[config.mk]
export PLATFORM = sky130hd
export DESIGN_NAME = decs_ctrl
export DESIGN_NICKNAME = d
export VERILOG_FILES = /design/src/logic/decs_ctrl.v /design/src/logic/decs_array.v
export VERILOG_INCLUDE_DIRS = /design/src /design/src/logic
export SDC_FILE = /design/constraint.sdc
export NUM_CORES = 1
export LEC_CHECK = 0
export ABC_AREA = 1
export BUFFER_PORTS_ARGS = -buffer_cell sky130_fd_sc_hd__buf_2
export CAP_MARGIN = 10
export CORE_MARGIN = 4
export CORE_UTILIZATION = 35
export CTS_CLUSTER_DIAMETER = 200
export DETAILED_ROUTE_END_ITERATION = 6
export HOLD_SLACK_MARGIN = 0.08
export SYNTH_ARGS = -nofsm -noshare
export SYNTH_HDL_FRONTEND = slang
export SYNTH_SLANG_ARGS = --single-unit
[constraint.sdc]
create_clock -name clock_in -period 1.51 [get_ports clock_in]
set_input_delay 0.0755 -clock clock_in [delete_from_list [all_inputs] [get_ports clock_in]]
set_output_delay 0.0755 -clock clock_in [all_outputs]
set_load 0.005 [all_outputs]
[src/logic/decs_defs.vh]
`ifndef DECS_DEFS_VH
`define DECS_DEFS_VH
// register byte offsets
`define DECS_OFF_CTL      4'h0
`define DECS_OFF_ADDR     4'h4
`define DECS_OFF_STAT     4'h8
`define DECS_OFF_MASK     4'hc
// control word fields
`define DECS_CMD_LSB      0
`define DECS_CMD_MSB      2
`define DECS_LWP_BIT      3
`define DECS_ERR_LSB      4
`define DECS_ERR_MSB      5
`define DECS_WPERM_BIT    14
`define DECS_GO_BIT       13
`define DECS_EN_BIT       15
// task codes
`define DECS_TASK_READ    3'h0
`define DECS_TASK_WORD    3'h1
`define DECS_TASK_PAGE    3'h2
`define DECS_TASK_BULK    3'h3
`define DECS_TASK_CFG     3'h4
// fault codes
`define DECS_ERR_NONE     2'h0
`define DECS_ERR_VERIFY   2'h1
`define DECS_ERR_INVALID  2'h2
`define DECS_ERR_BROWN    2'h3
// status bits: done, fault, brownout
`define DECS_IRQ_W        3
`define DECS_ARR_W        4
// long write time
`define DECS_LONG_MS      20
`define DECS_CLK_KHZ      100000
`endif

[src/logic/decs_ctrl.v]
// Implementation choices: the address map and the strobed register port.
`timescale 1ns/1ps
`include "decs_defs.vh"
module decs_ctrl #(
	parameter ARRAY_CYCLES = 16,
	parameter LONG_CYCLES  = `DECS_LONG_MS * `DECS_CLK_KHZ
) (
	input  wire        clock_in,
	input  wire        reset_in,
	input  wire        por_in,
	input  wire        brownout_reset_in,
	input  wire        verify_fail_in,
	input  wire [3:0]  addr_in,
	input  wire [31:0] wdata_in,
	input  wire        wr_in,
	input  wire        rd_in,
	output reg  [31:0] rdata_out,
	output reg         irq_out,
	output reg         busy_out
);
	reg  [2:0]  task_code;
	reg  [1:0]  fault;
	reg         lwp;
	reg         wperm;
	reg         go;
	reg         enable;
	reg  [31:0] word_pointer;
	reg  [2:0]  stat;
	reg  [2:0]  mask;
	reg         start;
	reg         bo_s1;
	reg         bo_s2;
	reg         bo_d;
	wire        arr_done;
	wire        arr_fail;
	wire        bo_event;
	wire        wr_ctl;
	wire        bad_cmd;
	wire        wr_ptr;
	wire        wr_stat;
	wire        wr_mask;
	wire        verify_err;
	wire [2:0]  stat_set;
	wire [2:0]  next_stat;
	genvar      sb;

	// write tasks need write permit, reads need it clear
	function cmd_ok;
		input [2:0] code;
		input       perm;
		begin
			if (code == `DECS_TASK_READ)
				cmd_ok = !perm;
			else if (code <= `DECS_TASK_CFG)
				cmd_ok = perm;
			else
				cmd_ok = 1'b0;
		end
	endfunction

	// one register picked by a strobe at its offset
	function reg_hit;
		input       strobe;
		input [3:0] addr;
		input [3:0] offset;
		begin
			reg_hit = strobe && addr == offset;
		end
	endfunction

	////////////////////////////////////////////////////////////////////
	// brown-out flag is asynchronous, synchronise first
	always @(posedge clock_in) begin
		if (reset_in) begin
			bo_s1 <= 1'b0;
			bo_s2 <= 1'b0;
			bo_d  <= 1'b0;
		end else begin
			bo_s1 <= brownout_reset_in;
			bo_s2 <= bo_s1;
			bo_d  <= bo_s2;
		end
	end
	assign bo_event = bo_s2 && !bo_d;
	// register write selects
	assign wr_ctl   = reg_hit(wr_in, addr_in, `DECS_OFF_CTL);
	assign wr_ptr   = reg_hit(wr_in, addr_in, `DECS_OFF_ADDR);
	assign wr_stat  = reg_hit(wr_in, addr_in, `DECS_OFF_STAT);
	assign wr_mask  = reg_hit(wr_in, addr_in, `DECS_OFF_MASK);
	// code and permit arrive with go, so check the written ones, not the stored ones
	assign bad_cmd  = !cmd_ok(wdata_in[`DECS_CMD_MSB:`DECS_CMD_LSB],
		wdata_in[`DECS_WPERM_BIT]) || word_pointer[1:0] != 2'h0;
	// read and configuration write never report a verify fault
	assign verify_err = arr_done && arr_fail && task_code != `DECS_TASK_READ
		&& task_code != `DECS_TASK_CFG;

	////////////////////////////////////////////////////////////////////
	// task code survives every reset but power-on
	always @(posedge clock_in) begin
		if (por_in) begin
			task_code <= `DECS_TASK_READ;
		end else if (wr_ctl && !go) begin
			task_code <= wdata_in[`DECS_CMD_MSB:`DECS_CMD_LSB];
		end
	end

	////////////////////////////////////////////////////////////////////
	// control, fault code and long-write flag
	always @(posedge clock_in) begin
		if (reset_in || por_in) begin
			fault        <= `DECS_ERR_NONE;
			lwp          <= 1'b0;
			wperm        <= 1'b0;
			go           <= 1'b0;
			enable       <= 1'b0;
			start        <= 1'b0;
			word_pointer <= 32'h0;
		end else begin
			start <= 1'b0;
			if (wr_ctl) begin
				enable <= wdata_in[`DECS_EN_BIT];
				wperm  <= wdata_in[`DECS_WPERM_BIT];
				// fault writable only while idle, no side effect
				if (!go)
					fault <= wdata_in[`DECS_ERR_MSB:`DECS_ERR_LSB];
				if (!wdata_in[`DECS_LWP_BIT])
					lwp <= 1'b0;
			end
			if (wr_ptr) begin
				word_pointer <= wdata_in;
				lwp          <= 1'b0;
			end
			// go request: check first, invalid ends at once
			if (wr_ctl && wdata_in[`DECS_GO_BIT] && !go && enable) begin
				if (bad_cmd) begin
					fault <= `DECS_ERR_INVALID;
				end else begin
					go    <= 1'b1;
					start <= 1'b1;
				end
			end
			if (arr_done) begin
				go <= 1'b0;
				if (verify_err)
					fault <= `DECS_ERR_VERIFY;
				else
					fault <= `DECS_ERR_NONE;
				if (task_code == `DECS_TASK_WORD)
					lwp <= 1'b1;
			end
			if (!enable && !(wr_ctl && wdata_in[`DECS_EN_BIT]))
				fault <= `DECS_ERR_NONE;
			// brown-out outranks every other code
			if (bo_event)
				fault <= `DECS_ERR_BROWN;
		end
	end

	////////////////////////////////////////////////////////////////////
	// sticky status: done, fault, brownout; set beats clear
	// fail bit follows verify faults only; an invalid-task fault sets the fault code but no status bit
	assign stat_set = {bo_event, verify_err, arr_done};
	generate
		for (sb = 0; sb < `DECS_IRQ_W; sb = sb + 1) begin : g_stat
			// write one to clear; an event in the same cycle wins
			assign next_stat[sb] = stat_set[sb] | (stat[sb] & ~(wr_stat & wdata_in[sb]));
		end
	endgenerate

	always @(posedge clock_in) begin
		if (reset_in || por_in) begin
			stat      <= 3'h0;
			mask      <= 3'h0;
			irq_out   <= 1'b0;
			busy_out  <= 1'b0;
			rdata_out <= 32'h0;
		end else begin
			stat <= next_stat;
			if (wr_mask)
				mask <= wdata_in[2:0];
			irq_out  <= |(next_stat & mask);
			busy_out <= go || start;
			rdata_out <= 32'h0;
			if (rd_in) begin
				case (addr_in)
				`DECS_OFF_CTL: begin
					rdata_out <= {16'h0, enable, wperm, go, 7'h0, fault, lwp, task_code};
				end
				`DECS_OFF_ADDR: begin
					rdata_out <= word_pointer;
				end
				`DECS_OFF_STAT: begin
					rdata_out <= {29'h0, stat};
				end
				`DECS_OFF_MASK: begin
					rdata_out <= {29'h0, mask};
				end
				default: begin
					rdata_out <= 32'h0;
				end
				endcase
			end
		end
	end

	////////////////////////////////////////////////////////////////////
	decs_array #(
		.CYCLES(ARRAY_CYCLES)
	) u_array (
		.clock_in       (clock_in),
		.reset_in       (reset_in | por_in),
		.start_in       (start),
		.verify_fail_in (verify_fail_in),
		.done_out       (arr_done),
		.fail_out       (arr_fail)
	);
endmodule

[src/logic/decs_array.v]
`timescale 1ns/1ps
`include "decs_defs.vh"
// stand-in for the array sequencer: busy count, registered answer
module decs_array #(
	parameter CYCLES = 16
) (
	input  wire       clock_in,
	input  wire       reset_in,
	input  wire       start_in,
	input  wire       verify_fail_in,
	output reg        done_out,
	output reg        fail_out
);
	reg [31:0] count;
	reg        busy;
	reg        fail_hold;
	// counts down the operation, then pulses done with its outcome
	always @(posedge clock_in) begin
		if (reset_in) begin
			count     <= 32'h0;
			busy      <= 1'b0;
			fail_hold <= 1'b0;
			done_out  <= 1'b0;
			fail_out  <= 1'b0;
		end else begin
			done_out <= 1'b0;
			fail_out <= 1'b0;
			if (start_in && !busy) begin
				busy      <= 1'b1;
				count     <= CYCLES - 1;
				fail_hold <= verify_fail_in;
			end else if (busy) begin
				if (count == 32'h0) begin
					busy     <= 1'b0;
					done_out <= 1'b1;
					fail_out <= fail_hold;
				end else begin
					count <= count - 32'h1;
				end
			end
		end
	end
endmodule

## Word level (Yosys, flattened, before mapping)

Index checks and enable logic that the tools add are counted.

| storage, ports and cells | value |
|---|---|
| output and inout port bits | 34 |
| flip-flop bits (word level) | 121 |
| logic and storage cells | 114 |
| bits of input ports | 43 |

| cells by class | value |
|---|---|
| bitwise logic cells | 19 |
| $add $sub $neg | 1 |
| reduce and logical (&&, ||, !) cells | 41 |
| eq/ne operators | 6 |
| muxes and demuxes | 24 |
| $lt $le $gt $ge | 1 |

Operators with widths:

| kind | number |
|---|---|
| one-hot mux 32 bit (4 select lines) | 1 |
| logical NOT 32 bit | 1 |
| subtractor 32 x 1 -> 32 bit, second input constant | 1 |
| logical AND 1 bit | 15 |
| two-way mux 2 bit | 7 |
| two-way mux 1 bit | 13 |
| two-way mux 4 bit | 3 |
| == test 4 bit, second input constant | 2 |
| NOT 1 bit | 8 |
| OR reduction 2 bit | 4 |
| logical NOT 1 bit | 7 |
| bitwise AND 1 bit | 6 |
| AND reduction 2 bit | 3 |
| OR reduction 3 bit | 2 |
| == test 4 x 3 -> 1 bit, second input constant | 1 |
| logical NOT 4 bit | 1 |
| bitwise OR 1 bit | 4 |
| nonzero test 2 bit | 2 |
| OR reduction 4 bit | 1 |
| bitwise AND 3 bit | 1 |
| == test 3 x 1 -> 1 bit, second input constant | 1 |
| <= comparator 3 bit, second input constant | 1 |
| logical NOT 3 bit | 1 |
| logical OR 1 bit | 3 |
| other kinds (3) | 3 |

## Longest topological paths before layout

Gate-level depths: netlist (run 1).

| logic depth | value |
|---|---|
| depth after elaboration | 10 |
| gate-level depth with buffers | 10 |
| gate-level depth less buffers | 10 |

## By module

A second synthesis (run 1) with hierarchy kept.

| unflattened totals | value |
|---|---|
| cell total of the unflattened synthesis | 733 |
| area, all modules | 5335.1 µm² |

Modules (own cells, without submodules):

| module | area each (µm²) | times used | cells an instance |
|---|---|---|---|
| decs_ctrl | 3061.7 | 1 | 366 |
| decs_array | 2273.4 | 1 | 367 |

## Least setup slack after synthesis (run 1)

OpenSTA, ideal clock, no wires.

| path | value |
|---|---|
| path type | register to register |
| start | register u_array.count[0] |
| end | register u_array.count[12] |
| data required time | 1378 ps |
| arrival time | 1456 ps |
| library setup time | 132 ps |
| clock period less this slack | 1589 ps |
| cell stages (with the launch flop) | 11 |
| setup slack | -79 ps |
| cell sequence | dfxtp_1 inv_1 ha_1 nand2_2 nor2_4 nand4_4 nand2_4 inv_4 buf_2 nand2_1 a21oi_1 |

| on the way | value |
|---|---|
| cells in the longest elaborated chain, start to end | 3 |
| elaborated cells on any way between the ends | 4 |
| those cells by class | add/sub (1); bitwise (1); reduce/logical (2) |

RTL lines:

| what | RTL line | RTL |
|---|---|---|
| from (decl) | decs_array.v:14 | `reg [31:0] count;` |
| from (signal assigned) | decs_array.v:30 | `count <= CYCLES - 1;` |
| from (signal assigned) | decs_array.v:38 | `count <= count - 32'h1;` |
| branches (longest 3 deep; another with subtractor 32 x 1 -> 32 bit) | n/a |  |

Several ways; the timed one is not identified.
A chain may end at the register's enable or synchronous reset.

## Final worst setup path (run 1)

| path | value |
|---|---|
| start | register u_array.count[14] |
| end | register u_array.count[21] |

The elaborated chain is that of the path after synthesis.

==> flow_summary.yaml, run 1 <==
synth:
  syn_inst: 698
  yosysSeqAreaShare_pct: 47.3
  synth_nets: 742
  synth_cell_types: 30
  ys_top_cells_by_area: "dfxtp_1, nand2_1, a21oi_1"
  async_reset_ff_share_pct: 0
  synthesis.area_sq_mm: 0.00512
  synth_top_area_cell: "dfxtp_1"
  synth-seq-cells: 121
  synth.avg_cell_area_sq_um: 7.33
  yosysWarnings: 0
  synth_top_area_share_pct: 47.3
  synth_edf_count: 0
  ys.flop_type: "dfxtp_1"
worst_setup_path:
  slowest_delay_ns: 0.32
  crit_path_top_delay_cell: "dfxtp_1"
  critical_path_arrival_ns: 1.84
  start_kind: "register"
  cp_max_fo: 6
  required_ns: 1.85
  cp_cell_sequence: "nor2_2 -> nand2_2 -> nor2_4 -> nand4_4 -> nand2_8 -> buf_12 -> nand2_1 -> a21oi_1"
  end_kind: "register"
  path_class: "reg2reg"
placement:
  placed_cell_area_sq_mm: 0.00609
  port_buffers: 76
  gp_congestion: 0.908
  dp_hpwl_microns: 9210
floorplan:
  ios: 77
  core_area_sq_mm: 0.0141
  die_h_microns: 129
  initial_utilization_pct: 36.3
  fp.dieArea_sq_mm: 0.0166
  rows: 43
  fp.dieW_microns: 129
min_path:
  hold_path_class: "in2reg"
timing:
  slew_headroom_pct: 63.3
  clock_skew_ns: 0.00560
  fin_setup_tns_ns: 0
  drv_slew: 0
  fmax_mhz: 664
  setup_viol: 0
  min_period_ns: 1.51
  rsz0062_at_grt: "yes"
  worst_pin_slew_ns: 0.550
  hold_viol: 0
  finalCritPeriodShare_pct: 99.7
outcome:
  status: "completed"
layout:
  antenna_cells: 0
  fin_area_sq_mm: 0.00762
  layout_commonest_cell: "nand2_1"
  mostFrequentLayoutCells: "nand2_1, dfxtp_1, buf_2"
  syn_to_final_growth_pct: 48.9
  layout.nets: 922
  drive_gt1_share_pct: 32.5
clocking:
  cts-root-buf: "clkbuf_16"
  cts.clk_slew.worst_paths_ns: 0.06
  cts_tree: "yes"
  cts_made_buffers: 17
  cts_buffer_depth: 2
  cts.sinks: 121
  cts-htree-levels: 4
  worst_skew_pair.late_latency_ns: 0.42
grt:
  grt_pass1_wl_microns: 22400
  antenna_found_initial: 0
  grt_max_degree: 66
  grt_pass1_vias: 4680
  gr-total-overflow: 0
  grtUsageTotal_pct: 16.9
routing:
  drtAntennaViolNets: 0
  wl_microns: 14400
  viasPerCell: 4.79
  first_pass_iters: 5
  num_vias: 5135
  drt_iter0_markers: 286
  post_drt_wl_per_cell_microns: 13.4
  route.detailed.drc: 0
run:
  cap_violations: 0
power:
  powerDensity_mw_per_mm2: 1020
  p_leak_nw: 3.26
  peakVddDrop_mv: 0.666
final timing paths:
check / start / end / slack [ns] / depth (start not counted)
max: u_array.count[14] / u_array.count[21] / 0.004 / 8
min: wr_in / wperm / 0.07 / 3
max reg2reg: u_array.count[14] / u_array.count[21] / 0.004 / 8
min reg2reg: bo_s1 / bo_s2 / 0.40 / 2
Yosys cell counts (4+ instances only):
library cell  number
nand2_1          152
dfxtp_1          121
xor2_1             4
clkbuf_1          15
inv_1             77
buf_2              4
a211oi_1           6
xnor2_1           17
o22ai_1            5
nand4_1            6
nand3_1           24
nor2_1            86
o21ai_0           49
buf_6              5
a21oi_1           80
nor3_1            24
where the power goes:
part	internal, mW	switching, mW	total, mW
Combinational	0.159	0.174	0.332
Sequential	3.21	0.00563	3.21
Clock	2.65	1.54	4.19
Total	6.02	1.72	7.74
registers in the layout (all words and copies together) (netlist names), 2 cells and up:
register,flops
stat,3
u_array.count,32
rdata_out,32
task_code,3
mask,3
word_pointer,32
fault,2
through the flow:
stage	utilization, %	worst slack, ns	cells	hold WS, ns	power [mW]
after floorplan	-	0.0196	698	0.147	3.40
after global placement	43.2	-0.0562	987	0.279	3.53
after detailed placement	43.2	-0.0460	987	0.280	3.52
after CTS	51.1	0.00208	1065	0.0843	7.80
after global routing	54.1	-0.0837	1071	0.0842	8.00
final	54.1	0.00394	1071	0.0661	7.74
layout make-up:
cell class                 count  area [sq um]
clock buffer                  19           443
clock inverter                13           168
fill                        1312          6470
inverter                      78           300
multi-input combinational    474          2620
sequential                   121          2430
tap                          180           225
timing repair buffer         186          1440
worst max-delay path: cells and delay by family (launching register included):
family          cells  cell delay (ns)
flops               1             0.32
compound gates      1             0.12
buf+inv             1             0.14
simple gates        6             0.84
layer usage:
| metal | routed length [microns] | track usage, % | up-vias |
|---|---|---|---|
| li1 | - | - | 2625 |
| met1 | 6970 | 23.1 | 2354 |
| met2 | 6380 | 25.8 | 128 |
| met3 | 774 | 4.52 | 28 |
| met4 | 270 | 6.18 | 0 |
| met5 | 0 | 0 | - |
repair_timing:
item | 4_1_cts | 5_1_grt
endpoints found under the setup margin | 28 | 34
pin swaps | 3 | 54
hold buffers | 41 | 0
endpoints found under the hold margin | 53 | 0
setup buffers | 4 | 4
gates resized for setup | 12 | 112
cloned | 1 | 3
cells by family (layout without fill, tap and decap cells):
family / after synthesis / after routing / share of synthesized area (%)
and+or+nand+nor: 306 / 307 / 25.4
AOI/OAI and AO/OA: 145 / 145 / 14.9
DFF: 121 / 121 / 47.3
buffers and inverters: 104 / 296 / 8.51
xor gates and xnor gates: 21 / 21 / 3.59
adders and majority gates: 1 / 1 / 0.244
Note: power is estimated with default switching activity, not from simulation.
==> run 2, diff against run 1 <==
--- a/config.mk
+++ b/config.mk
@@ -6,10 +6,10 @@
 export SDC_FILE = /design/constraint.sdc
 export NUM_CORES = 1
 export LEC_CHECK = 0
-export ABC_AREA = 1
+export ABC_AREA = 0
 export BUFFER_PORTS_ARGS = -buffer_cell sky130_fd_sc_hd__buf_2
 export CAP_MARGIN = 10
-export CORE_MARGIN = 4
+export CORE_MARGIN = 1
 export CORE_UTILIZATION = 35
 export CTS_CLUSTER_DIAMETER = 200
 export DETAILED_ROUTE_END_ITERATION = 6
==> flow_summary.yaml, run 2 <==
power:
  p_leak_nw: 2.90
  peakVddDrop_mv: 0.683
  total_power_mw: 7.35
  powerDensity_mw_per_mm2: 1030
  p_sw_share_pct: 23.1
  pwr-share-comb_pct: 4.1
  power_frac_seq_pct: 43.7
  p_clk_share_pct: 52.3
  p_int_mw: 5.65
  power.switching_mw: 1.70
timing:
  rsz0062_at_grt: "yes"
  min_period_ns: 2.53
  drv_slew: 0
  clock_skew_ns: 0.00677
  finalCritPeriodShare_pct: 167
  setup_viol: 35
  hold_viol: 0
  fmax_mhz: 396
  worst_pin_slew_ns: 0.490
  setup_ws_ns: -1.02
  slew_headroom_pct: 66.9
  fin_hold_ws_ns: 0.151
min_path:
  hold_path_class: "in2reg"
floorplan:
  fp.dieArea_sq_mm: 0.0140
  rows: 42
  ios: 77
  fp.dieW_microns: 118
  core_area_sq_mm: 0.0132
  initial_utilization_pct: 35.8
  die_h_microns: 118
layout:
  layout.nets: 781
  antenna_cells: 0
  mostFrequentLayoutCells: "dfxtp_1, buf_4, nand2_1"
  top_regs: "rdata_out: 32 flops, u_array.count: 32 flops, word_pointer: 32 flops"
  syn_to_final_growth_pct: 50.6
  fill_cells: 1189
  layout_commonest_cell: "dfxtp_1"
  seq_area_sq_mm: 0.00243
  multi_input_area_sq_mm: 0.00236
  drive_gt1_share_pct: 32.8
worst_setup_path:
  worstReg2RegStart: "u_array.count[21]"
  endpoint: "u_array.count[31]"
  cp_cell_sequence: "or4_4 -> or4_4 -> or4_4 -> or4b_1 -> a21oi_1"
  startpoint: "u_array.count[21]"
  path_common_cell: "or4_4"
  cp_max_fo: 4
  r2r_cells: 5
  r2r_end: "u_array.count[31]"
  start_kind: "register"
  r2r_slack_ns: -1.02
  critical_path_arrival_ns: 2.87
  end_kind: "register"
  required_ns: 1.85
  slowest_delay_ns: 0.55
  crit_path_top_delay_cell: "or4_4"
  path_class: "reg2reg"
placement:
  dp_hpwl_microns: 8800
  port_buffers: 76
  gp_congestion: 0.819
clocking:
  worst_skew_pair.late_latency_ns: 0.42
  cts_buffer_depth: 2
  cts-htree-levels: 4
  cts-root-buf: "clkbuf_16"
  cts_made_buffers: 17
  cts_tree: "yes"
  cts.clk_slew.worst_paths_ns: 0.06
  cts.sinks: 121
outcome:
  status: "finished, violations left"
  failed_checks: "setup timing"
synth:
  synthesis.area_sq_mm: 0.00474
  yosysWarnings: 0
  synth-seq-cells: 121
  async_reset_ff_share_pct: 0
  yosysSeqAreaShare_pct: 51.1
  synth_top_area_share_pct: 51.1
  yosysMostFrequentCell: "dfxtp_1"
  ys_top_cells_by_area: "dfxtp_1, nand2_1, a21oi_1"
  synth.avg_cell_area_sq_um: 8.80
  synth_top_area_cell: "dfxtp_1"
  synth_cell_types: 50
  syn_inst: 538
  synth_nets: 582
  ys.flop_type: "dfxtp_1"
  synth_edf_count: 0
  synth.top_cells.by_count: "dfxtp_1, nand2_1, a21oi_1, nor2_1, clkbuf_1"
grt:
  grt_pass1_wl_microns: 21600
  grt_max_degree: 39
  grtUsageTotal_pct: 19.4
  gr-total-overflow: 0
  antenna_found_initial: 0
  grt_pass1_vias: 4582
routing:
  wl_microns: 13000
  drtAntennaViolNets: 0
  drt_iter0_markers: 230
  post_drt_wl_per_cell_microns: 14.1
  num_vias: 4647
  viasPerCell: 5.02
  route.detailed.drc: 0
  first_pass_iters: 4
run:
  cap_violations: 0
run 2: stage by stage:
step	util [%]	setup WS, ns	cell area, sq um	cells	setup TNS [ns]
detailed placement	45.1	-1.00	5970	851	-26.69
CTS	53.3	-1.01	7060	926	-26.75
floorplan	-	-1.06	4810	538	-28.36
global route	53.8	-1.08	7130	926	-29.53
global placement	45.1	-1.00	5970	851	-25.71
finish	53.8	-1.02	7130	926	-26.94
run 2: worst min path at each step:
stage | depth (start not counted) | start | end
4_1_cts | 5 | addr_in[2] | rdata_out[1]
3_5_place_dp | 2 | brownout_reset_in | bo_s1
3_3_place_gp | 2 | brownout_reset_in | bo_s1
6_report | 4 | por_in | go
2_1_floorplan | 1 | reset_in | bo_d
5_1_grt | 4 | por_in | go
run 2: layout make-up:
cell class              instances  area share [%]
clock buffers                  17            5.97
clock inverters                15            2.04
inverters                       7           0.368
multi-input cells             381            33.2
flip-flops and latches        121            34.0
well taps                     176            3.09
repair buffers                209            21.3
run 2: cell families (layout without fill, tap and decap cells):
logic type,after synthesis,after routing,synth area share [%]
buf+inv,36,248,3.04
compound gates,116,116,15.0
simple gates,244,244,26.4
flops,121,121,51.1
mux,13,13,2.85
fa+ha+maj,1,1,0.264
xor+xnor,7,7,1.29
run 2: repair_timing:
action	4_1_cts	5_1_grt
hold buffers	38	0
gates cloned	2	0
endpoints found under the setup margin	35	39
pin swaps	7	3
setup buffers	3	0
endpoints found under the hold margin	49	0
resized for setup	24	14
run 2: per-layer routing:
| metal | vias to the layer above | GRT usage (%) | wire length [microns] |
|---|---|---|---|
| met5 | - | 0 | 0 |
| met2 | 129 | 31.1 | 6070 |
| met1 | 2164 | 24.3 | 5990 |
| met4 | 0 | 9.86 | 385 |
| li1 | 2320 | - | - |
| met3 | 34 | 4.30 | 581 |
run 2: worst max-delay path, delay by kind of cell, from the launching register on:
family	cells	cell delay, ns
DFF	1	0.32
and+or+nand+nor	4	2.02
AOI/OAI and AO/OA	1	0.13
run 2: power groups by stage:
stage / clock network [mW] / logic, mW / registers [mW]
CTS: 3.93 / 0.295 / 3.21
floorplan: 0 / 0.0936 / 3.28
detailed placement: 0 / 0.217 / 3.28
global placement: 0 / 0.214 / 3.28
finish: 3.84 / 0.298 / 3.21
global route: 4.06 / 0.324 / 3.21
==> run 3, diff against run 2 <==
--- a/config.mk
+++ b/config.mk
@@ -16,4 +16,5 @@
 export HOLD_SLACK_MARGIN = 0.08
 export SYNTH_ARGS = -nofsm -noshare
 export SYNTH_HDL_FRONTEND = slang
+export SYNTH_HIERARCHICAL = 1
 export SYNTH_SLANG_ARGS = --single-unit
==> flow_summary.yaml, run 3 <==
outcome:
  status: "finished, violations left"
  failed_checks: "setup timing"
clocking:
  cts-htree-levels: 4
  cts_buffer_depth: 2
  cts.clk_slew.worst_paths_ns: 0.06
  cts_tree: "yes"
  cts-root-buf: "clkbuf_16"
  worst_skew_pair.late_latency_ns: 0.42
  cts.sinks: 121
  cts_made_buffers: 17
floorplan:
  fp.dieArea_sq_mm: 0.0150
  fp.dieW_microns: 122
  die_h_microns: 122
  core_area_sq_mm: 0.0140
  initial_utilization_pct: 36.2
  ios: 77
  rows: 43
worst_setup_path:
  required_ns: 1.81
  path_class: "reg2reg"
  slowest_delay_ns: 0.54
  start_kind: "register"
  r2r_end: "u_array/count[19]"
  critical_path_arrival_ns: 2.17
  end_kind: "register"
  path_common_cell: "or4_4"
  worstReg2RegStart: "u_array/count[11]"
  crit_path_top_delay_cell: "or4_4"
  cp_cell_sequence: "or4_4 -> or4_4 -> o311ai_4 -> o41ai_2"
  cp_max_fo: 3
  r2r_slack_ns: -0.36
  r2r_cells: 4
grt:
  grt_pass1_wl_microns: 24300
  use_met3_pct: 5.11
  grt_max_degree: 70
  antenna_found_initial: 0
  busiest_layer: "met2"
  gr-total-overflow: 0
  grtUsageMet2_pct: 35.4
  grtUsageTotal_pct: 20.8
  grt_pass1_vias: 5147
  grt.met1_usage_pct: 23.7
min_path:
  worstHoldEndpoint: "rdata_out[1]"
  worstHoldStart: "addr_in[0]"
  hold_path_class: "in2reg"
  hold_depth: 5
placement:
  gp_congestion: 0.815
  dp_hpwl_microns: 9630
  port_buffers: 76
synth:
  synth_mux_area_share_pct: 7.65
  yosys.area_share.simple_pct: 28.3
  synth-compound-area-share_pct: 12.4
  yosysSeqAreaShare_pct: 47.8
  synth_cell_types: 61
  synthAdderAreaFrac_pct: 0.247
  synth_top_area_cell: "dfxtp_1"
  yosys.area_share.xor_xnor_pct: 0
  synth-seq-cells: 121
  synth_edf_count: 0
  ys_top_cells_by_area: "dfxtp_1, nand2_1, mux2i_1"
  yosysMostFrequentCell: "dfxtp_1"
  syn_inst: 556
  synth_top_area_share_pct: 47.8
  synth_nets: 600
  synth.avg_cell_area_sq_um: 9.11
  ys.flop_type: "dfxtp_1"
  synth.top_cells.by_count: "dfxtp_1, nand2_1, a21oi_1, nor2_1, mux2i_1"
  synth_top_family_by_area: "simple AND/OR/NAND/NOR gates"
  yosysWarnings: 6
  async_reset_ff_share_pct: 0
  synthesis.area_sq_mm: 0.00507
layout:
  layout.nets: 823
  layout_commonest_cell: "dfxtp_1"
  mostFrequentLayoutCells: "dfxtp_1, nand2_1, buf_4"
  finish.utilization_pct: 58.1
  syn_to_final_growth_pct: 60.4
  antenna_cells: 0
  drive_gt1_share_pct: 41.0
  top_regs: "rdata_out: 32 flops, u_array/count: 32 flops, word_pointer: 32 flops"
  fill_cells: 1145
timing:
  setup_ws_ns: -0.356
  clock_skew_ns: 0.00676
  slew_headroom_pct: 67.1
  fin_setup_tns_ns: -7.48
  drv_slew: 0
  rsz0062_at_grt: "yes"
  min_period_ns: 1.87
  worst_pin_slew_ns: 0.488
  finalCritPeriodShare_pct: 124
  hold_viol: 0
  fmax_mhz: 536
  fin_hold_ws_ns: 0.131
  setup_viol: 35
routing:
  wl_microns: 15100
  post_drt_wl_per_cell_microns: 15.6
  drtAntennaViolNets: 0
  viasPerCell: 5.17
  num_vias: 5024
  first_pass_iters: 4
  route.detailed.drc: 0
  drt_iter0_markers: 275
power:
  p_leak_nw: 3.33
  total_power_mw: 7.44
  powerDensity_mw_per_mm2: 915
  peakVddDrop_mv: 0.698
run:
  cap_violations: 0
==> run 3: worst max path at each step <==
stage	start	endpoint	slack, ns	cells after the start
2_1_floorplan	u_array/count[11]	u_array/count[19]	-0.32	4
3_3_place_gp	u_array/count[23]	u_array/count[30]	-0.37	4
3_5_place_dp	u_array/count[9]	u_array/count[0]	-0.38	5
4_1_cts	u_array/count[11]	u_array/count[19]	-0.31	4
5_1_grt	u_array/count[11]	u_array/count[19]	-0.41	4
6_report	u_array/count[11]	u_array/count[19]	-0.36	4
==> run 3: stage by stage <==
stage,setup WS [ns],cell area (sq um),instances
global placement,-0.366,6530,885
finish,-0.356,8130,972
global route,-0.407,8130,972
floorplan,-0.321,5260,556
detailed placement,-0.375,6530,885
CTS,-0.310,7940,967
==> run 3: layer usage <==
layer,up-vias,wire length [microns]
met3,35,710
li1,2436,-
met4,0,405
met2,139,7640
met5,-,0
met1,2414,6390
==> run 3: cell type report <==
cell class	instances	area, sq um	area share [%]
Multi-Input combinational cell	396	3000	36.9
Clock inverter	15	141	1.74
Tap cell	180	225	2.77
Inverter	7	26.3	0.323
Sequential cell	121	2450	30.1
Clock buffer	17	425	5.23
Timing Repair Buffer	236	1870	22.9
==> run 3: what timing repair did <==
item / in CTS / in global routing
endpoints found under the hold margin: 55 / 0
endpoints found under the setup margin: 35 / 36
hold buffers: 38 / 0
pin swaps: 38 / 33
gates resized for setup: 82 / 35
buffers inserted: 13 / 11
==> run 3: kinds of logic after synthesis <==
| kind of cell | Yosys count |
|---|---|
| and+or+nand+nor | 264 |
| DFF | 121 |
| AOI/OAI and AO/OA | 96 |
| buffers and inverters | 39 |
| muxes | 35 |
| adders and majority gates | 1 |
==> run 3: critical path, delay by kind of cell, from the launching register on <==
kind | cells | cell delay, ns
simple gates | 2 | 1.01
compound gates | 2 | 0.40
flops | 1 | 0.33
==> run 3: where the power goes <==
group,internal (mW),switching [mW]
sequential,3.20,0.00521
clock,2.29,1.59
combinational,0.187,0.170
total,5.68,1.76
